[config.mk]
export PLATFORM = sky130hd
export DESIGN_NAME = mtf_mac_tx
export DESIGN_NICKNAME = d
export VERILOG_FILES = /design/src/mtf_pkg.sv /design/src/mtf_sync3.sv /design/src/mtf_lfsr.sv /design/src/mtf_mac_tx.sv
export SDC_FILE = /design/constraint.sdc
export NUM_CORES = 1
export LEC_CHECK = 0
export BUFFER_PORTS_ARGS = -buffer_cell sky130_fd_sc_hd__buf_4
export CAP_MARGIN = 25
export CORE_UTILIZATION = 40
export CTS_BUF_LIST = sky130_fd_sc_hd__clkbuf_8
export CTS_CLUSTER_DIAMETER = 30
export DETAILED_ROUTE_END_ITERATION = 16
export HOLD_SLACK_MARGIN = 0.06
export PLACE_DENSITY_LB_ADDON = 0.1
export SLEW_MARGIN = 25
export SYNTH_ARGS = -nofsm -noshare
export SYNTH_HDL_FRONTEND = slang
export SYNTH_SLANG_ARGS = --single-unit
[constraint.sdc]
create_clock -name CLK_SYS -period 5.2 [get_ports CLK_SYS]
set_input_delay 1.3 -clock CLK_SYS [delete_from_list [all_inputs] [get_ports CLK_SYS]]
set_output_delay 1.3 -clock CLK_SYS [all_outputs]
set_load 0.02 [all_outputs]
[src/mtf_pkg.sv]
// Shared constants, types and helpers of the transmit timing and flow control block.
package mtf_pkg;

	// ****************************************************************
	// Register map
	// ****************************************************************
	localparam logic [7:0] ADDR_LOW_WM = 8'hb0;
	localparam logic [7:0] ADDR_HIGH_WM = 8'hb2;
	localparam logic [7:0] ADDR_OVR_WM = 8'hb4;
	localparam logic [7:0] ADDR_CTRL = 8'hb8;
	localparam logic [7:0] ADDR_STAT = 8'hba;

	// Watermarks hold free receive queue space in bytes.
	localparam logic [15:0] LOW_WM_RESET = 16'h1400;
	localparam logic [15:0] HIGH_WM_RESET = 16'h0c00;
	localparam logic [15:0] OVR_WM_RESET = 16'h0100;
	localparam logic [15:0] CTRL_RESET = 16'h0003;

	localparam int CTRL_FDX_BIT = 0;
	localparam int CTRL_FAST_BIT = 1;
	localparam int CTRL_BP_BIT = 2;

	localparam int STAT_PAUSED_BIT = 0;
	localparam int STAT_XOFF_BIT = 1;
	localparam int STAT_CARRIER_BIT = 2;
	localparam int STAT_RXDROP_BIT = 3;
	localparam int STAT_ATT_LSB = 8;

	// ****************************************************************
	// Timing
	// ****************************************************************
	localparam int unsigned CLK_PERIOD_NS = 100;
	localparam int unsigned CLK_PERIOD_PS = CLK_PERIOD_NS * 1000;
	localparam int unsigned BIT_PS_SLOW = 100000;
	localparam int unsigned BIT_PS_FAST = 10000;
	localparam int unsigned IPG_BITS = 96;
	localparam int unsigned SLOT_BITS = 512;
	localparam int unsigned QUANTUM_BITS = 512;
	localparam int unsigned BP_SILENT_BITS = 48;
	localparam int unsigned BP_HOLD_NS = 400000;
	localparam logic [11:0] BP_HOLD_CYC = 12'(BP_HOLD_NS / CLK_PERIOD_NS);

	localparam logic [4:0] MAX_ATTEMPTS = 5'h10;
	localparam logic [4:0] BACKOFF_LIMIT = 5'h0a;
	localparam logic [15:0] PAUSE_XOFF = 16'hffff;
	localparam logic [15:0] PAUSE_XON = 16'h0000;
	localparam logic [15:0] LFSR_SEED = 16'hace1;

	typedef enum {
		ST_IDLE,
		ST_SEND,
		ST_BACKOFF,
		ST_CARRIER,
		ST_SILENT
	} mtf_state_type;

	// Bit times to clock cycles; least times round up, longest round down.
	function automatic logic [9:0] bits_to_cyc(input int unsigned bits,
		input logic fast, input logic up);
		int unsigned ps;
		int unsigned cyc;
		ps = bits * (fast ? BIT_PS_FAST : BIT_PS_SLOW);
		cyc = up ? (ps + CLK_PERIOD_PS - 1) / CLK_PERIOD_PS
			: ps / CLK_PERIOD_PS;
		if (cyc == 0) begin
			cyc = 1;
		end
		return 10'(cyc);
	endfunction : bits_to_cyc

endpackage : mtf_pkg

[src/mtf_sync3.sv]
// Three-stage synchroniser whose output follows once stages two and three agree.
`timescale 1ns/1ps
module mtf_sync3 (
	// Clock and reset
	input wire logic clk,
	input wire logic rst_n,
	// Signal
	input wire logic d,
	output logic q
);
	logic s1;
	logic s2;
	logic s3;

	always_ff @(posedge clk or negedge rst_n) begin
		if (!rst_n) begin
			s1 <= 1'b0;
			s2 <= 1'b0;
			s3 <= 1'b0;
		end else begin
			s1 <= d;
			s2 <= s1;
			s3 <= s2;
		end
	end

	always_ff @(posedge clk or negedge rst_n) begin
		if (!rst_n) begin
			q <= 1'b0;
		end else if (s2 == s3) begin
			q <= s3;
		end
	end
endmodule : mtf_sync3

[src/mtf_lfsr.sv]
// Free-running pseudo-random source for back-off slot selection.
`timescale 1ns/1ps
module mtf_lfsr
	import mtf_pkg::*;
(
	// Clock and reset
	input wire logic clk,
	input wire logic rst_n,
	// Random value
	output logic [9:0] rnd
);
	logic [15:0] sr;

	always_ff @(posedge clk or negedge rst_n) begin
		if (!rst_n) begin
			sr <= LFSR_SEED;
		end else begin
			sr <= {sr[14:0], sr[15] ^ sr[13] ^ sr[12] ^ sr[10]};
		end
	end

	assign rnd = sr[9:0];
endmodule : mtf_lfsr

[src/mtf_mac_tx.sv]
// Transmit scheduling, pause handling and receive flow control of the MAC.
//
// The plain strobed port was chosen for this implementation.
`timescale 1ns/1ps
module mtf_mac_tx
	import mtf_pkg::*;
(
	// Clock and reset
	input wire logic CLK_SYS,
	input wire logic RST_N,
	// Register port
	input wire logic [7:0] REG_ADDR,
	input wire logic [15:0] REG_WDATA,
	input wire logic REG_WR,
	input wire logic REG_RD,
	output logic [15:0] REG_RDATA,
	// PHY carrier and collision
	input wire logic PHY_CRS,
	input wire logic PHY_COL,
	// Receive side
	input wire logic [15:0] RECEIVE_QUEUE_FREE,
	input wire logic PAUSE_RX_VALID,
	input wire logic [15:0] PAUSE_RX_TIME,
	output logic RX_DROP,
	output logic PAUSED,
	// Frame engine
	input wire logic TX_PENDING,
	input wire logic TX_DONE,
	output logic TX_EN,
	output logic TX_CONTROL,
	output logic [15:0] TX_PAUSE_TIME,
	output logic TX_PREAMBLE,
	output logic TX_ABORT,
	output logic TX_SENT,
	output logic TX_DROPPED
);

	// ****************************************************************
	// Registers
	// ****************************************************************
	logic [15:0] flow_low_watermark;
	logic [15:0] flow_high_watermark;
	logic [15:0] flow_overrun_watermark;
	logic [15:0] ctrl;
	logic [15:0] stat;

	always_ff @(posedge CLK_SYS or negedge RST_N) begin
		if (!RST_N) begin
			flow_low_watermark <= LOW_WM_RESET;
			flow_high_watermark <= HIGH_WM_RESET;
			flow_overrun_watermark <= OVR_WM_RESET;
			ctrl <= CTRL_RESET;
		end else if (REG_WR) begin
			case (REG_ADDR)
				ADDR_LOW_WM: flow_low_watermark <= REG_WDATA;
				ADDR_HIGH_WM: flow_high_watermark <= REG_WDATA;
				ADDR_OVR_WM: flow_overrun_watermark <= REG_WDATA;
				ADDR_CTRL: ctrl <= REG_WDATA;
				default: ;
			endcase
		end
	end

	// Read data stand only in the cycle after the strobe.
	always_ff @(posedge CLK_SYS or negedge RST_N) begin
		if (!RST_N) begin
			REG_RDATA <= 16'h0000;
		end else if (REG_RD) begin
			case (REG_ADDR)
				ADDR_LOW_WM: REG_RDATA <= flow_low_watermark;
				ADDR_HIGH_WM: REG_RDATA <= flow_high_watermark;
				ADDR_OVR_WM: REG_RDATA <= flow_overrun_watermark;
				ADDR_CTRL: REG_RDATA <= ctrl;
				ADDR_STAT: REG_RDATA <= stat;
				default: REG_RDATA <= 16'h0000;
			endcase
		end else begin
			REG_RDATA <= 16'h0000;
		end
	end

	logic fdx;
	logic fast;
	logic bp_en;

	assign fdx = ctrl[CTRL_FDX_BIT];
	assign fast = ctrl[CTRL_FAST_BIT];
	assign bp_en = ctrl[CTRL_BP_BIT];

	// ****************************************************************
	// Link timing and pin synchronisers
	// ****************************************************************
	logic [9:0] ipg_cyc;
	logic [9:0] slot_cyc;
	logic [9:0] quantum_cyc;
	logic [9:0] silent_cyc;

	assign ipg_cyc = bits_to_cyc(IPG_BITS, fast, 1'b1);
	assign slot_cyc = bits_to_cyc(SLOT_BITS, fast, 1'b1);
	assign quantum_cyc = bits_to_cyc(QUANTUM_BITS, fast, 1'b1);
	assign silent_cyc = bits_to_cyc(BP_SILENT_BITS, fast, 1'b0);

	logic crs;
	logic col;
	logic [9:0] rnd;

	mtf_sync3 u_sync_crs (
		.clk(CLK_SYS),
		.rst_n(RST_N),
		.d(PHY_CRS),
		.q(crs)
	);

	mtf_sync3 u_sync_col (
		.clk(CLK_SYS),
		.rst_n(RST_N),
		.d(PHY_COL),
		.q(col)
	);

	mtf_lfsr u_lfsr (
		.clk(CLK_SYS),
		.rst_n(RST_N),
		.rnd(rnd)
	);

	// Slot mask for the n-th retry, capped at ten bits.
	function automatic logic [9:0] backoff_mask(input logic [4:0] n);
		logic [4:0] k;
		k = (n > BACKOFF_LIMIT) ? BACKOFF_LIMIT : n;
		return 10'((11'h001 << k) - 11'h001);
	endfunction : backoff_mask

	// ****************************************************************
	// Receive queue watermarks
	// ****************************************************************
	logic xoff;
	logic xoff_prev;
	logic fc_pend;
	logic bp_need;

	always_ff @(posedge CLK_SYS or negedge RST_N) begin
		if (!RST_N) begin
			xoff <= 1'b0;
		end else if (RECEIVE_QUEUE_FREE <= flow_high_watermark) begin
			xoff <= 1'b1;
		end else if (RECEIVE_QUEUE_FREE >= flow_low_watermark) begin
			xoff <= 1'b0;
		end
	end

	always_ff @(posedge CLK_SYS or negedge RST_N) begin
		if (!RST_N) begin
			RX_DROP <= 1'b0;
		end else begin
			RX_DROP <= RECEIVE_QUEUE_FREE <= flow_overrun_watermark;
		end
	end

	// Half duplex uses the same hysteresis flag to drive carrier.
	assign bp_need = !fdx && bp_en && xoff;

	// ****************************************************************
	// Received pause timer
	// ****************************************************************
	logic [15:0] pause_timer;
	logic [9:0] quantum_cnt;

	always_ff @(posedge CLK_SYS or negedge RST_N) begin
		if (!RST_N) begin
			pause_timer <= 16'h0000;
			quantum_cnt <= 10'h000;
		end else if (PAUSE_RX_VALID) begin
			pause_timer <= PAUSE_RX_TIME;
			quantum_cnt <= quantum_cyc;
		end else if (pause_timer != 16'h0000) begin
			if (quantum_cnt <= 10'h001) begin
				pause_timer <= pause_timer - 16'h0001;
				quantum_cnt <= quantum_cyc;
			end else begin
				quantum_cnt <= quantum_cnt - 10'h001;
			end
		end
	end

	assign PAUSED = pause_timer != 16'h0000;

	// ****************************************************************
	// Inter-packet gap
	// ****************************************************************
	logic [9:0] gap_cnt;
	logic gap_ok;

	// The gap restarts while we send or, in half duplex, the medium is busy, so it runs
	// from the frame end or, after collisions, from carrier dropping.
	always_ff @(posedge CLK_SYS or negedge RST_N) begin
		if (!RST_N) begin
			gap_cnt <= 10'h000;
		end else if (TX_EN || TX_PREAMBLE || (!fdx && crs)) begin
			gap_cnt <= ipg_cyc;
		end else if (gap_cnt != 10'h000) begin
			gap_cnt <= gap_cnt - 10'h001;
		end
	end

	assign gap_ok = (gap_cnt == 10'h000) && (fdx || !crs);

	// ****************************************************************
	// Transmit scheduler
	// ****************************************************************
	mtf_state_type state;
	logic [4:0] attempts;
	logic [9:0] send_cnt;
	logic [9:0] bo_slots;
	logic [9:0] bo_cyc;
	logic [11:0] bp_cnt;
	logic fc_sent;
	logic next_late;
	logic [4:0] next_attempts;

	assign next_late = send_cnt >= slot_cyc;
	assign next_attempts = attempts + 5'h01;

	always_ff @(posedge CLK_SYS or negedge RST_N) begin
		if (!RST_N) begin
			state <= ST_IDLE;
			attempts <= 5'h00;
			send_cnt <= 10'h000;
			bo_slots <= 10'h000;
			bo_cyc <= 10'h000;
			bp_cnt <= 12'h000;
			TX_EN <= 1'b0;
			TX_CONTROL <= 1'b0;
			TX_PAUSE_TIME <= 16'h0000;
			TX_PREAMBLE <= 1'b0;
			TX_ABORT <= 1'b0;
			TX_SENT <= 1'b0;
			TX_DROPPED <= 1'b0;
			fc_sent <= 1'b0;
		end else begin
			TX_ABORT <= 1'b0;
			TX_SENT <= 1'b0;
			TX_DROPPED <= 1'b0;
			fc_sent <= 1'b0;
			case (state)
				ST_IDLE: begin
					send_cnt <= 10'h000;
					if (gap_ok && fc_pend) begin
						state <= ST_SEND;
						TX_EN <= 1'b1;
						TX_CONTROL <= 1'b1;
						TX_PAUSE_TIME <= xoff ? PAUSE_XOFF : PAUSE_XON;
					end else if (gap_ok && TX_PENDING && !PAUSED) begin
						state <= ST_SEND;
						TX_EN <= 1'b1;
						TX_CONTROL <= 1'b0;
					end else if (bp_need && !TX_PENDING && !fc_pend) begin
						state <= ST_CARRIER;
						TX_PREAMBLE <= 1'b1;
						bp_cnt <= BP_HOLD_CYC;
					end
				end
				ST_SEND: begin
					if (send_cnt != 10'h3ff) begin
						send_cnt <= send_cnt + 10'h001;
					end
					if (!fdx && col) begin
						TX_EN <= 1'b0;
						TX_ABORT <= 1'b1;
						if (next_late || next_attempts == MAX_ATTEMPTS) begin
							state <= ST_IDLE;
							attempts <= 5'h00;
							TX_DROPPED <= 1'b1;
							fc_sent <= TX_CONTROL;
						end else if (bp_need) begin
							state <= ST_CARRIER;
							attempts <= next_attempts;
							TX_PREAMBLE <= 1'b1;
							bp_cnt <= BP_HOLD_CYC;
						end else begin
							state <= ST_BACKOFF;
							attempts <= next_attempts;
							bo_slots <= rnd & backoff_mask(next_attempts);
							bo_cyc <= slot_cyc;
						end
					end else if (TX_DONE) begin
						state <= ST_IDLE;
						TX_EN <= 1'b0;
						TX_SENT <= 1'b1;
						attempts <= 5'h00;
						fc_sent <= TX_CONTROL;
					end
				end
				ST_BACKOFF: begin
					if (bo_slots == 10'h000) begin
						state <= ST_IDLE;
					end else if (bo_cyc <= 10'h001) begin
						bo_slots <= bo_slots - 10'h001;
						bo_cyc <= slot_cyc;
					end else begin
						bo_cyc <= bo_cyc - 10'h001;
					end
				end
				ST_CARRIER: begin
					if (!bp_need || TX_PENDING || fc_pend) begin
						state <= ST_IDLE;
						TX_PREAMBLE <= 1'b0;
					end else if (col) begin
						bp_cnt <= BP_HOLD_CYC;
					end else if (bp_cnt <= 12'h001) begin
						state <= ST_SILENT;
						TX_PREAMBLE <= 1'b0;
						bp_cnt <= {2'b00, silent_cyc};
					end else begin
						bp_cnt <= bp_cnt - 12'h001;
					end
				end
				ST_SILENT: begin
					if (!bp_need) begin
						state <= ST_IDLE;
					end else if (col || bp_cnt <= 12'h001) begin
						state <= ST_CARRIER;
						TX_PREAMBLE <= 1'b1;
						bp_cnt <= BP_HOLD_CYC;
					end else begin
						bp_cnt <= bp_cnt - 12'h001;
					end
				end
				default: begin
					state <= ST_IDLE;
					TX_EN <= 1'b0;
					TX_PREAMBLE <= 1'b0;
				end
			endcase
		end
	end

	// ****************************************************************
	// Flow control frame request
	// ****************************************************************
	// A watermark crossing that coincides with the end of a control
	// frame keeps the request, so the newer pause value still goes out.
	always_ff @(posedge CLK_SYS or negedge RST_N) begin
		if (!RST_N) begin
			xoff_prev <= 1'b0;
			fc_pend <= 1'b0;
		end else begin
			xoff_prev <= xoff;
			if (fdx && xoff != xoff_prev) begin
				fc_pend <= 1'b1;
			end else if (fc_sent || !fdx) begin
				fc_pend <= 1'b0;
			end
		end
	end

	// ****************************************************************
	// Status
	// ****************************************************************
	always_comb begin
		stat = 16'h0000;
		stat[STAT_PAUSED_BIT] = PAUSED;
		stat[STAT_XOFF_BIT] = xoff;
		stat[STAT_CARRIER_BIT] = TX_PREAMBLE;
		stat[STAT_RXDROP_BIT] = RX_DROP;
		stat[STAT_ATT_LSB +: 5] = attempts;
	end

endmodule : mtf_mac_tx

==> summary.md, run 1 <==
Counting flops and latches in the post-synthesis netlist gives 202. Net switching is 33.5% of the power. For this design, the slowest cell found on the critical path is sky130_fd_sc_hd__or4b_1.

The most common cell after layout, fill and taps aside was sky130_fd_sc_hd__dfrtp_1. VDD sags by at most 0.179 mV. The gate family responsible for the most delay along the worst path was simple AND/OR/NAND/NOR gates. The core box area is 0.0278 mm^2, and the fraction of post-synthesis cell area in the top cell type by area is 41.4%. The max-capacitance violation count is 0. The tools report the sequential share of power as 32.4%. Sequential element share of the synthesized area: 44.9%. The synthesized netlist cell count is 1155. The die covers 0.0289 mm^2. Counting flops with a built-in enable in the synthesized netlist gives 0. The number of clock buffers added by TritonCTS is 55. For this design the total switching power over the nets is 0.00221 W. Final cell count without fillers: 1684. The most used flip-flop cell after synthesis is sky130_fd_sc_hd__dfrtp_1. The maximum single-stage delay on the critical path works out to 0.57 ns. Walking the worst path, the cells encountered are inv_1 -> ha_1 -> or4b_1 -> nand4b_1 -> buf_4. After detailed routing, the average wire length per cell comes to 17.5 um.

Cell internal power was estimated by the tool at 0.00438 W. TritonCTS built the clock tree. The tools report the routability-driven placement congestion ratio as 0.876. In the layout the commonest cells are sky130_fd_sc_hd__dfrtp_1 (187), sky130_fd_sc_hd__buf_4 (114), sky130_fd_sc_hd__o21ai_0 (110).

After synthesis, the share of flip-flops with an asynchronous set or reset is 100%. The clock network is responsible for 41.1% of the overall power. The logs give 9245 for the via count and 251 MHz for the maximum operating frequency. Average footprint of a synthesized cell: 9.78 um^2. The longest clock path from root to sink contains 3 buffers. Using the TritonRoute via totals, the vias-per-cell ratio works out to 5.49. 0 antenna diodes ended up in the layout. Setup repair after global routing left no endpoint under its margin.

The later pin in the worst-skew pair is clocked with a latency of 0.56 ns. The flow ran to the end, and the final reports show no timing, DRC or antenna violations. The worst path needs 3.98 ns of the cycle, external delays included. Measured against its own limit, the worst slew margin works out to 36.0%.

The cell sitting at the root of the clock tree is a sky130_fd_sc_hd__clkbuf_8. The logs give 29500 um for the final wirelength and 2 for the H-tree depth reported by CTS. The quantity of I/O buffers inserted on ports came out at 104. Data on the critical path arrives at its endpoint at 2.68 ns. The number of hold violations in the final report was 0; the area overhead of the layout relative to synthesis was 22.0%.

Dividing total power by cell area gives a power density of 479 mW/mm^2. The cell area after synthesis is 0.0113 mm^2. Setup violations remaining at the end of the flow were counted as 0.

Global routing used 20.8% of the available tracks. The classification of the worst setup path is reg2out. The logs give 0 for the initial antenna violation count and 6.09 nW for the leakage dissipation.

The worst setup path is captured at an output pin. The first global-routing pass estimated 48000 um of wire. The run gives 5 as the iteration count of the initial detailed-routing pass. In this run the count of I/O pins placed on the die edge is 105.

The final layout contains 1394 nets. The count of nets left with antenna violations once routing finished came out at 0. The slew at the pin closest to its max-slew limit came out at 0.957 ns. In the final layout, the share of cells above drive strength 1 is 23.0%. The tools report the worst setup slack after layout as 1.22 ns. Sorting the synthesized cells by area gives the leading types as sky130_fd_sc_hd__dfrtp_1 (41%), sky130_fd_sc_hd__ha_1 (7.3%), sky130_fd_sc_hd__mux2_2 (5.1%).

For this run, design rule violations remaining after detail routing come to 0. The clock net in this run drives a total of 202 sinks. In this run the horizontal extent of the chip is 170 um.

Counting distinct cell types in the post-synthesis netlist gives 88. Class of the worst hold path: reg2reg. The internal reg-to-reg setup slack came out at 1.83 ns. The required arrival time at the worst endpoint came out at 3.90 ns.

Clock-pin slew was measured on the worst setup and hold paths at 0.06 ns. The run gives 604 as the detailed router's first-iteration violation count. Clock skew on the completed layout was measured at 0.0187 ns. sky130_fd_sc_hd__dfrtp_1 takes more of the synthesized area than any other cell. The buffering stage count on the worst path with inverters included is 2, and the effective utilization at floorplan is 40.6%. The tools report the launching element type of the critical path as a flip-flop.

The logs give 20500 um for the half-perimeter wire length of the detailed placement result and 9093 for the number of global-route vias before repair. The run gives 0 as the buffers inserted during post-CTS setup optimization. The largest net degree at the start of global routing was 121. The number of rows in the core area is 61, and the peak fanout along the critical path is 6. The tools report the sum of negative setup slack as 0 ns. The logs give 0.347 ns for the worst hold slack and 0 for the count of final max-slew check failures.

Combinational logic burns 26.5% of the power. The die is 170 um tall. The tools report the worst setup timing slack at the placement stage as 1.66 ns. The quantity of hold-fixing buffers added after cts came out at 0.

During synthesis, Yosys emitted a total of 0 warnings. The total overflow left after global routing is 0. The synthesized netlist net count was 1286; the part of the cycle the worst path needs was 76.5%.

The number of placed instances, taps included, is 1583. After clock tree synthesis, the repair step resized 0 gates.
-- logic make-up (layout without fill, tap and decap cells) --
| logic type | count (synthesis) | after routing | synth area share (%) |
|---|---|---|---|
| adder cells (fa/ha/maj) | 68 | 68 | 7.49 |
| buffers and inverters | 138 | 289 | 5.50 |
| AND/OR/NAND/NOR | 326 | 326 | 14.9 |
| AO/OA/AOI/OAI | 343 | 343 | 19.9 |
| XOR/XNOR | 22 | 22 | 1.71 |
| multiplexers | 56 | 56 | 5.53 |
| flip-flops | 202 | 202 | 44.9 |
-- power by group through the flow --
stage,Combinational (W),Sequential (W),Clock [W]
final,0.00175,0.00213,0.00271
after global routing,0.00197,0.00218,0.00286
after CTS,0.00175,0.00213,0.00277
after detailed placement,0.00174,0.00215,0
after global placement,0.00173,0.00215,0
after floorplan,0.00138,0.00203,0
-- through the flow --
stage / instance area [um^2] / total power (W) / utilization, %
2_1_floorplan: 11300 / 0.00341 / -
3_3_place_gp: 12300 / 0.00388 / 44.3
3_5_place_dp: 12300 / 0.00389 / 44.3
4_1_cts: 13700 / 0.00665 / 49.5
5_1_grt: 13800 / 0.00701 / 49.6
6_report: 13800 / 0.00660 / 49.6
-- area by class of cell --
cell class / instances / area (um^2)
Multi-Input combinational cell: 815 / 5610
Clock inverter: 40 / 619
Inverter: 73 / 274
Clock buffer: 60 / 826
Sequential cell: 202 / 5070
Fill cell: 2662 / 14000
Tap cell: 378 / 473
Timing Repair Buffer: 116 / 898
-- synth_stat cells, drive strengths merged (5+ instances only) --
| cell | n |
|---|---|
| nor2b | 8 |
| nand3 | 13 |
| buf | 40 |
| a211oi | 5 |
| or4 | 6 |
| clkbuf | 25 |
| o21ai | 114 |
| nor4 | 19 |
| nand2 | 80 |
| nor3 | 42 |
| or3 | 7 |
| mux2 | 51 |
| dfrtp | 187 |
| nor2 | 89 |
| a21oi | 70 |
| o2bb2ai | 13 |
| xor2 | 8 |
| and2 | 7 |
| o22a | 8 |
| a21o | 9 |
| ha | 66 |
| a31oi | 15 |
| a222oi | 16 |
| mux2i | 5 |
| nor3b | 5 |
| o211ai | 5 |
| nand2b | 11 |
| inv | 73 |
| o31ai | 25 |
| dfstp | 15 |
| o21a | 5 |
| nand4 | 14 |
| a22oi | 16 |
| xnor2 | 14 |
-- metal layers --
| layer | share of wire (%) | vias up | global-route usage, % |
|---|---|---|---|
| met4 | 1.7 | 0 | 6.27 |
| met1 | 48 | 4500 | 29.5 |
| li1 | - | 4478 | - |
| met3 | 4.7 | 42 | 3.74 |
| met5 | 0 | - | 0 |
| met2 | 45 | 225 | 32.3 |
-- sequential cells by signal (all words and copies together) (netlist names), 12 cells and up --
name and flops:
bp_cnt 12, flow_high_watermark 16, u_lfsr.sr 16, flow_low_watermark 16, flow_overrun_watermark 16, REG_RDATA 16, ctrl 16, pause_timer 16
-- final timing paths --
kind / startpoint / to / cells after the start
worst max-delay path: pause_timer[0]$_DFFE_PN0P_ / PAUSED / 5
worst min-delay path: u_lfsr.sr[14]$_DFF_PN0_ / u_lfsr.sr[15]$_DFF_PN1_ / 0
worst max register to register: ctrl[1]$_DFFE_PN1P_ / bp_cnt[0]$_DFFE_PN0P_ / 8
worst min register to register: u_lfsr.sr[14]$_DFF_PN0_ / u_lfsr.sr[15]$_DFF_PN1_ / 0
max in group asynchronous: RST_N / u_lfsr.sr[11]$_DFF_PN1_ / 3
min in group asynchronous: RST_N / gap_cnt[1]$_DFFE_PN0P_ / 1
-- worst reg2reg max path, stage by stage (launching register included) --
cell and delay [ns]:
sky130_fd_sc_hd__dfstp_2 0.71, sky130_fd_sc_hd__inv_1 0.22, sky130_fd_sc_hd__ha_1 0.33, sky130_fd_sc_hd__nor4_1 0.25, sky130_fd_sc_hd__o21ai_1 0.13, sky130_fd_sc_hd__a221oi_2 0.54, sky130_fd_sc_hd__a21oi_1 0.43, sky130_fd_sc_hd__nand2b_4 0.33
sky130_fd_sc_hd__mux2_2 0.32
Power figures use the tool's default switching activity.
==> run 2, diff against run 1 <==
--- a/config.mk
+++ b/config.mk
@@ -5,6 +5,7 @@
 export SDC_FILE = /design/constraint.sdc
 export NUM_CORES = 1
 export LEC_CHECK = 0
+export ABC_AREA = 1
 export BUFFER_PORTS_ARGS = -buffer_cell sky130_fd_sc_hd__buf_4
 export CAP_MARGIN = 25
 export CORE_UTILIZATION = 40
==> constraint.sdc (replaced) <==
create_clock -name CLK_SYS -period 3.9 [get_ports CLK_SYS]
set_input_delay 0.975 -clock CLK_SYS [delete_from_list [all_inputs] [get_ports CLK_SYS]]
set_output_delay 0.975 -clock CLK_SYS [all_outputs]
set_load 0.02 [all_outputs]
==> run 2 against run 1 <==
Setup slack worse by 0.43 ns. Combinational power up 53%. Non-clock buffer count down 3. Via count up 8.8%. Largest power group unchanged. Utilization down 0.63 points.
==> summary.md, run 2 <==
Die area: 0.0298 mm^2 (+3.2%). The insertion delay to the later sink of the worst-skew pair came out at 0.58 ns (+0.02 ns). The critical path goes through inv_1 -> ha_1 -> nand2_1 -> nor3_4 -> inv_1 -> buf_4.

The sequential share of power came out at 31.8% (-0.6 points). The run gives 0 (unchanged) as the count of final max-slew check failures. The flip-flop and latch count after synthesis came out at 202 (unchanged). The logs give 0 (unchanged) for the remaining number of nets flagged by the antenna check after routing and 0.850 (-3.0%) for the routability-driven placement congestion ratio. The tools report the final routed DRC violation total as 0 (unchanged).

The core box area came out at 0.0287 mm^2 (+3.3%). The worst path needs 3.11 ns of the cycle, external delays included. The number of synthesized flops with an enable pin is 0 (unchanged). The run gives 43.5% (-1.4 points) as the sequential element share of the synthesized area. The fraction of power consumed by the clock network is 36.9% (-4.2 points).

In the layout the commonest cells are sky130_fd_sc_hd__nand2_1 (351), sky130_fd_sc_hd__inv_1 (188), sky130_fd_sc_hd__dfrtp_1 (187). The fraction of synthesis flops using an asynchronous set or reset pin is 100% (unchanged). The path class of the tightest hold or removal check is reg2reg.

The switching portion of total power was 37.4% (+3.9 points); the sum of negative setup slack was 0 ns (unchanged). The tools report the cell-internal power as 0.00537 W (+22%). The number of rows in the core area came out at 62 (+1.6%).

The internal reg-to-reg setup slack is 1.11 ns (-0.72 ns). The run gives 9885 (+8.7%) as the number of global-route vias before repair. The vertical die dimension is 173 um (+1.6%). Iteration count of the initial detailed-routing pass: 5 (unchanged). The max-capacitance violation count is 0 (unchanged), and the final wirelength is 29700 um (+0.82%).

The share of layout cells above drive strength 1 was 16.3% (-6.7 points). By area the synthesized netlist is led by sky130_fd_sc_hd__dfrtp_1 (40%), sky130_fd_sc_hd__nand2_1 (11%), sky130_fd_sc_hd__ha_1 (7.1%). The tools report the leakage dissipation as 6.87 nW (+13%).

The run gives 1746 (+25%) as the final net count. The tools report the number of buffers on the longest clock path as 3 (unchanged). The tools report the data arrival time of the critical path as 2.14 ns (-0.54 ns). The slew at the pin closest to its max-slew limit is 0.897 ns (-0.0604 ns), and the maximum single-stage delay on the critical path is 0.37 ns (-0.20 ns).

The total number of clock tree sinks is 202 (unchanged). The share of total power in combinational logic was 31.3% (+4.8 points); the clock transition at the registers of the reported paths was 0.05 ns (about the same). The cell type with the largest total area after synthesis is sky130_fd_sc_hd__dfrtp_1. The run finished with clean final reports. The cell with the biggest individual delay on the critical path is sky130_fd_sc_hd__dfrtp_1.

The synthesized netlist net count is 1625 (+26%), and the average footprint of a synthesized cell is 7.81 um^2 (-20%). In this design, the critical path's most frequently occurring cell is sky130_fd_sc_hd__inv_1. The tools report the number of warnings issued by yosys as 0 (unchanged). Total net switching power: 0.00321 W (+45%).

The tools report the count of endpoints failing setup in the final report as 0 (unchanged). The detailed router's first-iteration violation count was 511 (-15%). The total clock buffers created by CTS came out at 55 (unchanged).

Clock root buffer master: sky130_fd_sc_hd__clkbuf_8. For this run, the leading register cell type out of synthesis is sky130_fd_sc_hd__dfrtp_1. The run gives 0.798 ns (-0.858 ns) as the worst setup timing slack at the placement stage. The largest clock skew in the final design was 0.0226 ns (+0.00397 ns); the post-route standard cell area excluding fillers was 0.0140 mm^2 (+2.0%). The classification of the worst setup path was reg2out.

The gate family responsible for the most delay along the worst path was buffers and inverters. For the total routing usage reported by global routing, the log shows 20.4% (-0.47 points). The number of I/O pins is 105 (unchanged), and the total power density per cell area is 610 mW/mm^2 (+27%). Setup repair after global routing left no endpoint under its margin.

The buffering stage count on the worst path with inverters included came out at 3 (+1). The tools report the synthesized netlist cell count as 1494 (+29%). Worst setup slack after layout: 0.788 ns (-0.435 ns).

The buffers inserted during post-CTS setup optimization was 0 (unchanged); the H-tree depth reported by CTS was 2 (unchanged). The part of the cycle the worst path needs came out at 79.8%. The quantity of I/O buffers inserted on ports is 104 (unchanged), and the peak fanout along the critical path is 5 (-1).

The run gives 49600 um (+3.2%) as the first-pass GRT wire length. Most common cell after layout, fill and taps aside: sky130_fd_sc_hd__nand2_1. The tools report the number of cells upsized or downsized after cts as 0 (unchanged). The post-detailed-route via-to-cell ratio came out at 4.92 (-10%).

Among all cell types in the netlist, the one instantiated most often is sky130_fd_sc_hd__nand2_1. Counting instances in the post-synthesis netlist gives the leading cell types as sky130_fd_sc_hd__nand2_1 (354), sky130_fd_sc_hd__dfrtp_1 (187), sky130_fd_sc_hd__inv_1 (183). The via count was 10100 (+8.8%). The average wire per cell in the routed design came out at 14.5 um (-17%). The logs give 1 (+1) for the initial antenna violation count and 0.0117 mm^2 (+3.3%) for the cell area after synthesis. For this run, the top clock speed supported by timing is 321 MHz. The area overhead of the layout relative to synthesis is 20.4%, and the quantity of hold-fixing buffers added after cts is 0 (unchanged). Total overflow reported by the global router: 0 (unchanged). For the post-detailed-placement cell area, the log shows 0.0127 mm^2 (+3.6%). The worst voltage drop across the vdd grid was 0.246 mV (+37%).

The tools report the effective utilization at floorplan as 40.6% (about the same). STA classifies the critical path startpoint as a flip-flop. The logs give 0 (unchanged) for the number of hold violations in the final report and 21200 um (+3.5%) for the half-perimeter wire length of the detailed placement result. Kind of capture point of the worst setup path: an output pin. The required arrival time at the worst endpoint is 2.92 ns (-0.98 ns). X dimension of the die: 173 um (+1.6%).

Largest net degree at the start of global routing: 74 (-39%). For the number of filler instances in the final layout, the log shows 2864 (+7.6%). The distinct cell type count after synthesis was 50 (-43%); the fraction of post-synthesis cell area in the top cell type by area was 40.1% (-1.3 points).

TritonCTS built the clock tree. Tightest slew margin relative to the limit: 40.1% (+4.1 points).
## run 2: cell count changes after synthesis, sizes merged, moves of 17 or more
cell,previous run,this run
nor4,19,1
mux2,51,0
nand2,80,364
xor2,8,30
nand4,14,33
o22ai,2,25
a21oi,70,50
o21ai,114,150
nor3,42,25
nor2,89,163
nand3,13,77
inv,73,196
o31ai,25,1
## run 2: layer usage
metal	vias to the layer above	track usage [%]	part of all wire (%)
met5	-	0	0
met4	0	6.93	2.3
met3	52	3.74	4.7
met2	205	32.7	46
met1	4671	27.6	47
li1	5129	-	-
## run 2: path summary, 6_finish.rpt
path                                            start                                   to  cells past startpoint
min in group asynchronous                       RST_N           pause_timer[2]$_DFFE_PN0P_                      1
setup / recovery           pause_timer[0]$_DFFE_PN0P_                               PAUSED                      6
hold reg to reg               u_sync_col.s1$_DFF_PN0_              u_sync_col.s2$_DFF_PN0_                      0
max in group asynchronous                       RST_N  flow_high_watermark[10]$_DFFE_PN1P_                      2
setup reg to reg                  ctrl[1]$_DFFE_PN1P_                bp_cnt[3]$_DFFE_PN0P_                     14
hold / removal                u_sync_col.s1$_DFF_PN0_              u_sync_col.s2$_DFF_PN0_                      0
## run 2: worst reg2reg max path, stage by stage (launching register included)
cell and delay (ns):
sky130_fd_sc_hd__dfstp_2 0.72, sky130_fd_sc_hd__inv_1 0.20, sky130_fd_sc_hd__ha_1 0.35, sky130_fd_sc_hd__nand2_1 0.09, sky130_fd_sc_hd__inv_1 0.04, sky130_fd_sc_hd__nand2_1 0.05
sky130_fd_sc_hd__nand2_1 0.05, sky130_fd_sc_hd__nand2_1 0.06, sky130_fd_sc_hd__nand3_1 0.13, sky130_fd_sc_hd__nor2_4 0.16, sky130_fd_sc_hd__nand2_2 0.09, sky130_fd_sc_hd__nand2_4 0.21
sky130_fd_sc_hd__nand3_2 0.30, sky130_fd_sc_hd__nand2_1 0.15, sky130_fd_sc_hd__nand2_1 0.05
## run 2: power groups by stage
stage	registers, W	clock network (W)	logic (W)
after floorplan	0.00268	0	0.00212
after global placement	0.00276	0	0.00267
after detailed placement	0.00275	0	0.00269
after CTS	0.00273	0.00325	0.00271
after global routing	0.00278	0.00337	0.00311
final	0.00273	0.00316	0.00268
## run 2: cell type report
cell class | count | area [um^2] | share of cell area [%]
multi-input combinational | 1046 | 5570 | 39.6
sequential | 202 | 5070 | 36.1
clock buffer | 68 | 936 | 6.66
timing repair buffer | 113 | 880 | 6.26
inverter | 197 | 744 | 5.30
tap | 384 | 480 | 3.42
clock inverter | 35 | 365 | 2.60
antenna | 1 | 2.50 | 0.0178
## run 2: metrics by stage
| stage | hold slack (ns) | utilization [%] | total power, W | cells |
|---|---|---|---|---|
| floorplan | 0.331 | - | 0.00480 | 1494 |
| detailed placement | 0.344 | 44.4 | 0.00544 | 1942 |
| CTS | 0.357 | 48.9 | 0.00868 | 2045 |
| global placement | 0.337 | 44.4 | 0.00542 | 1942 |
| finish | 0.355 | 48.9 | 0.00857 | 2046 |
| global route | 0.367 | 48.9 | 0.00925 | 2045 |
## run 2: cell families (layout without fill, tap and decap cells)
kind of cell | count (synthesis) | in the layout | synth area share [%]
compound gates | 264 | 264 | 12.5
other cells | 0 | 1 | 0
simple gates | 674 | 674 | 24.9
flops | 202 | 202 | 43.5
fa+ha+maj | 68 | 68 | 7.25
xor+xnor | 40 | 40 | 3.00
buf+inv | 246 | 413 | 8.84
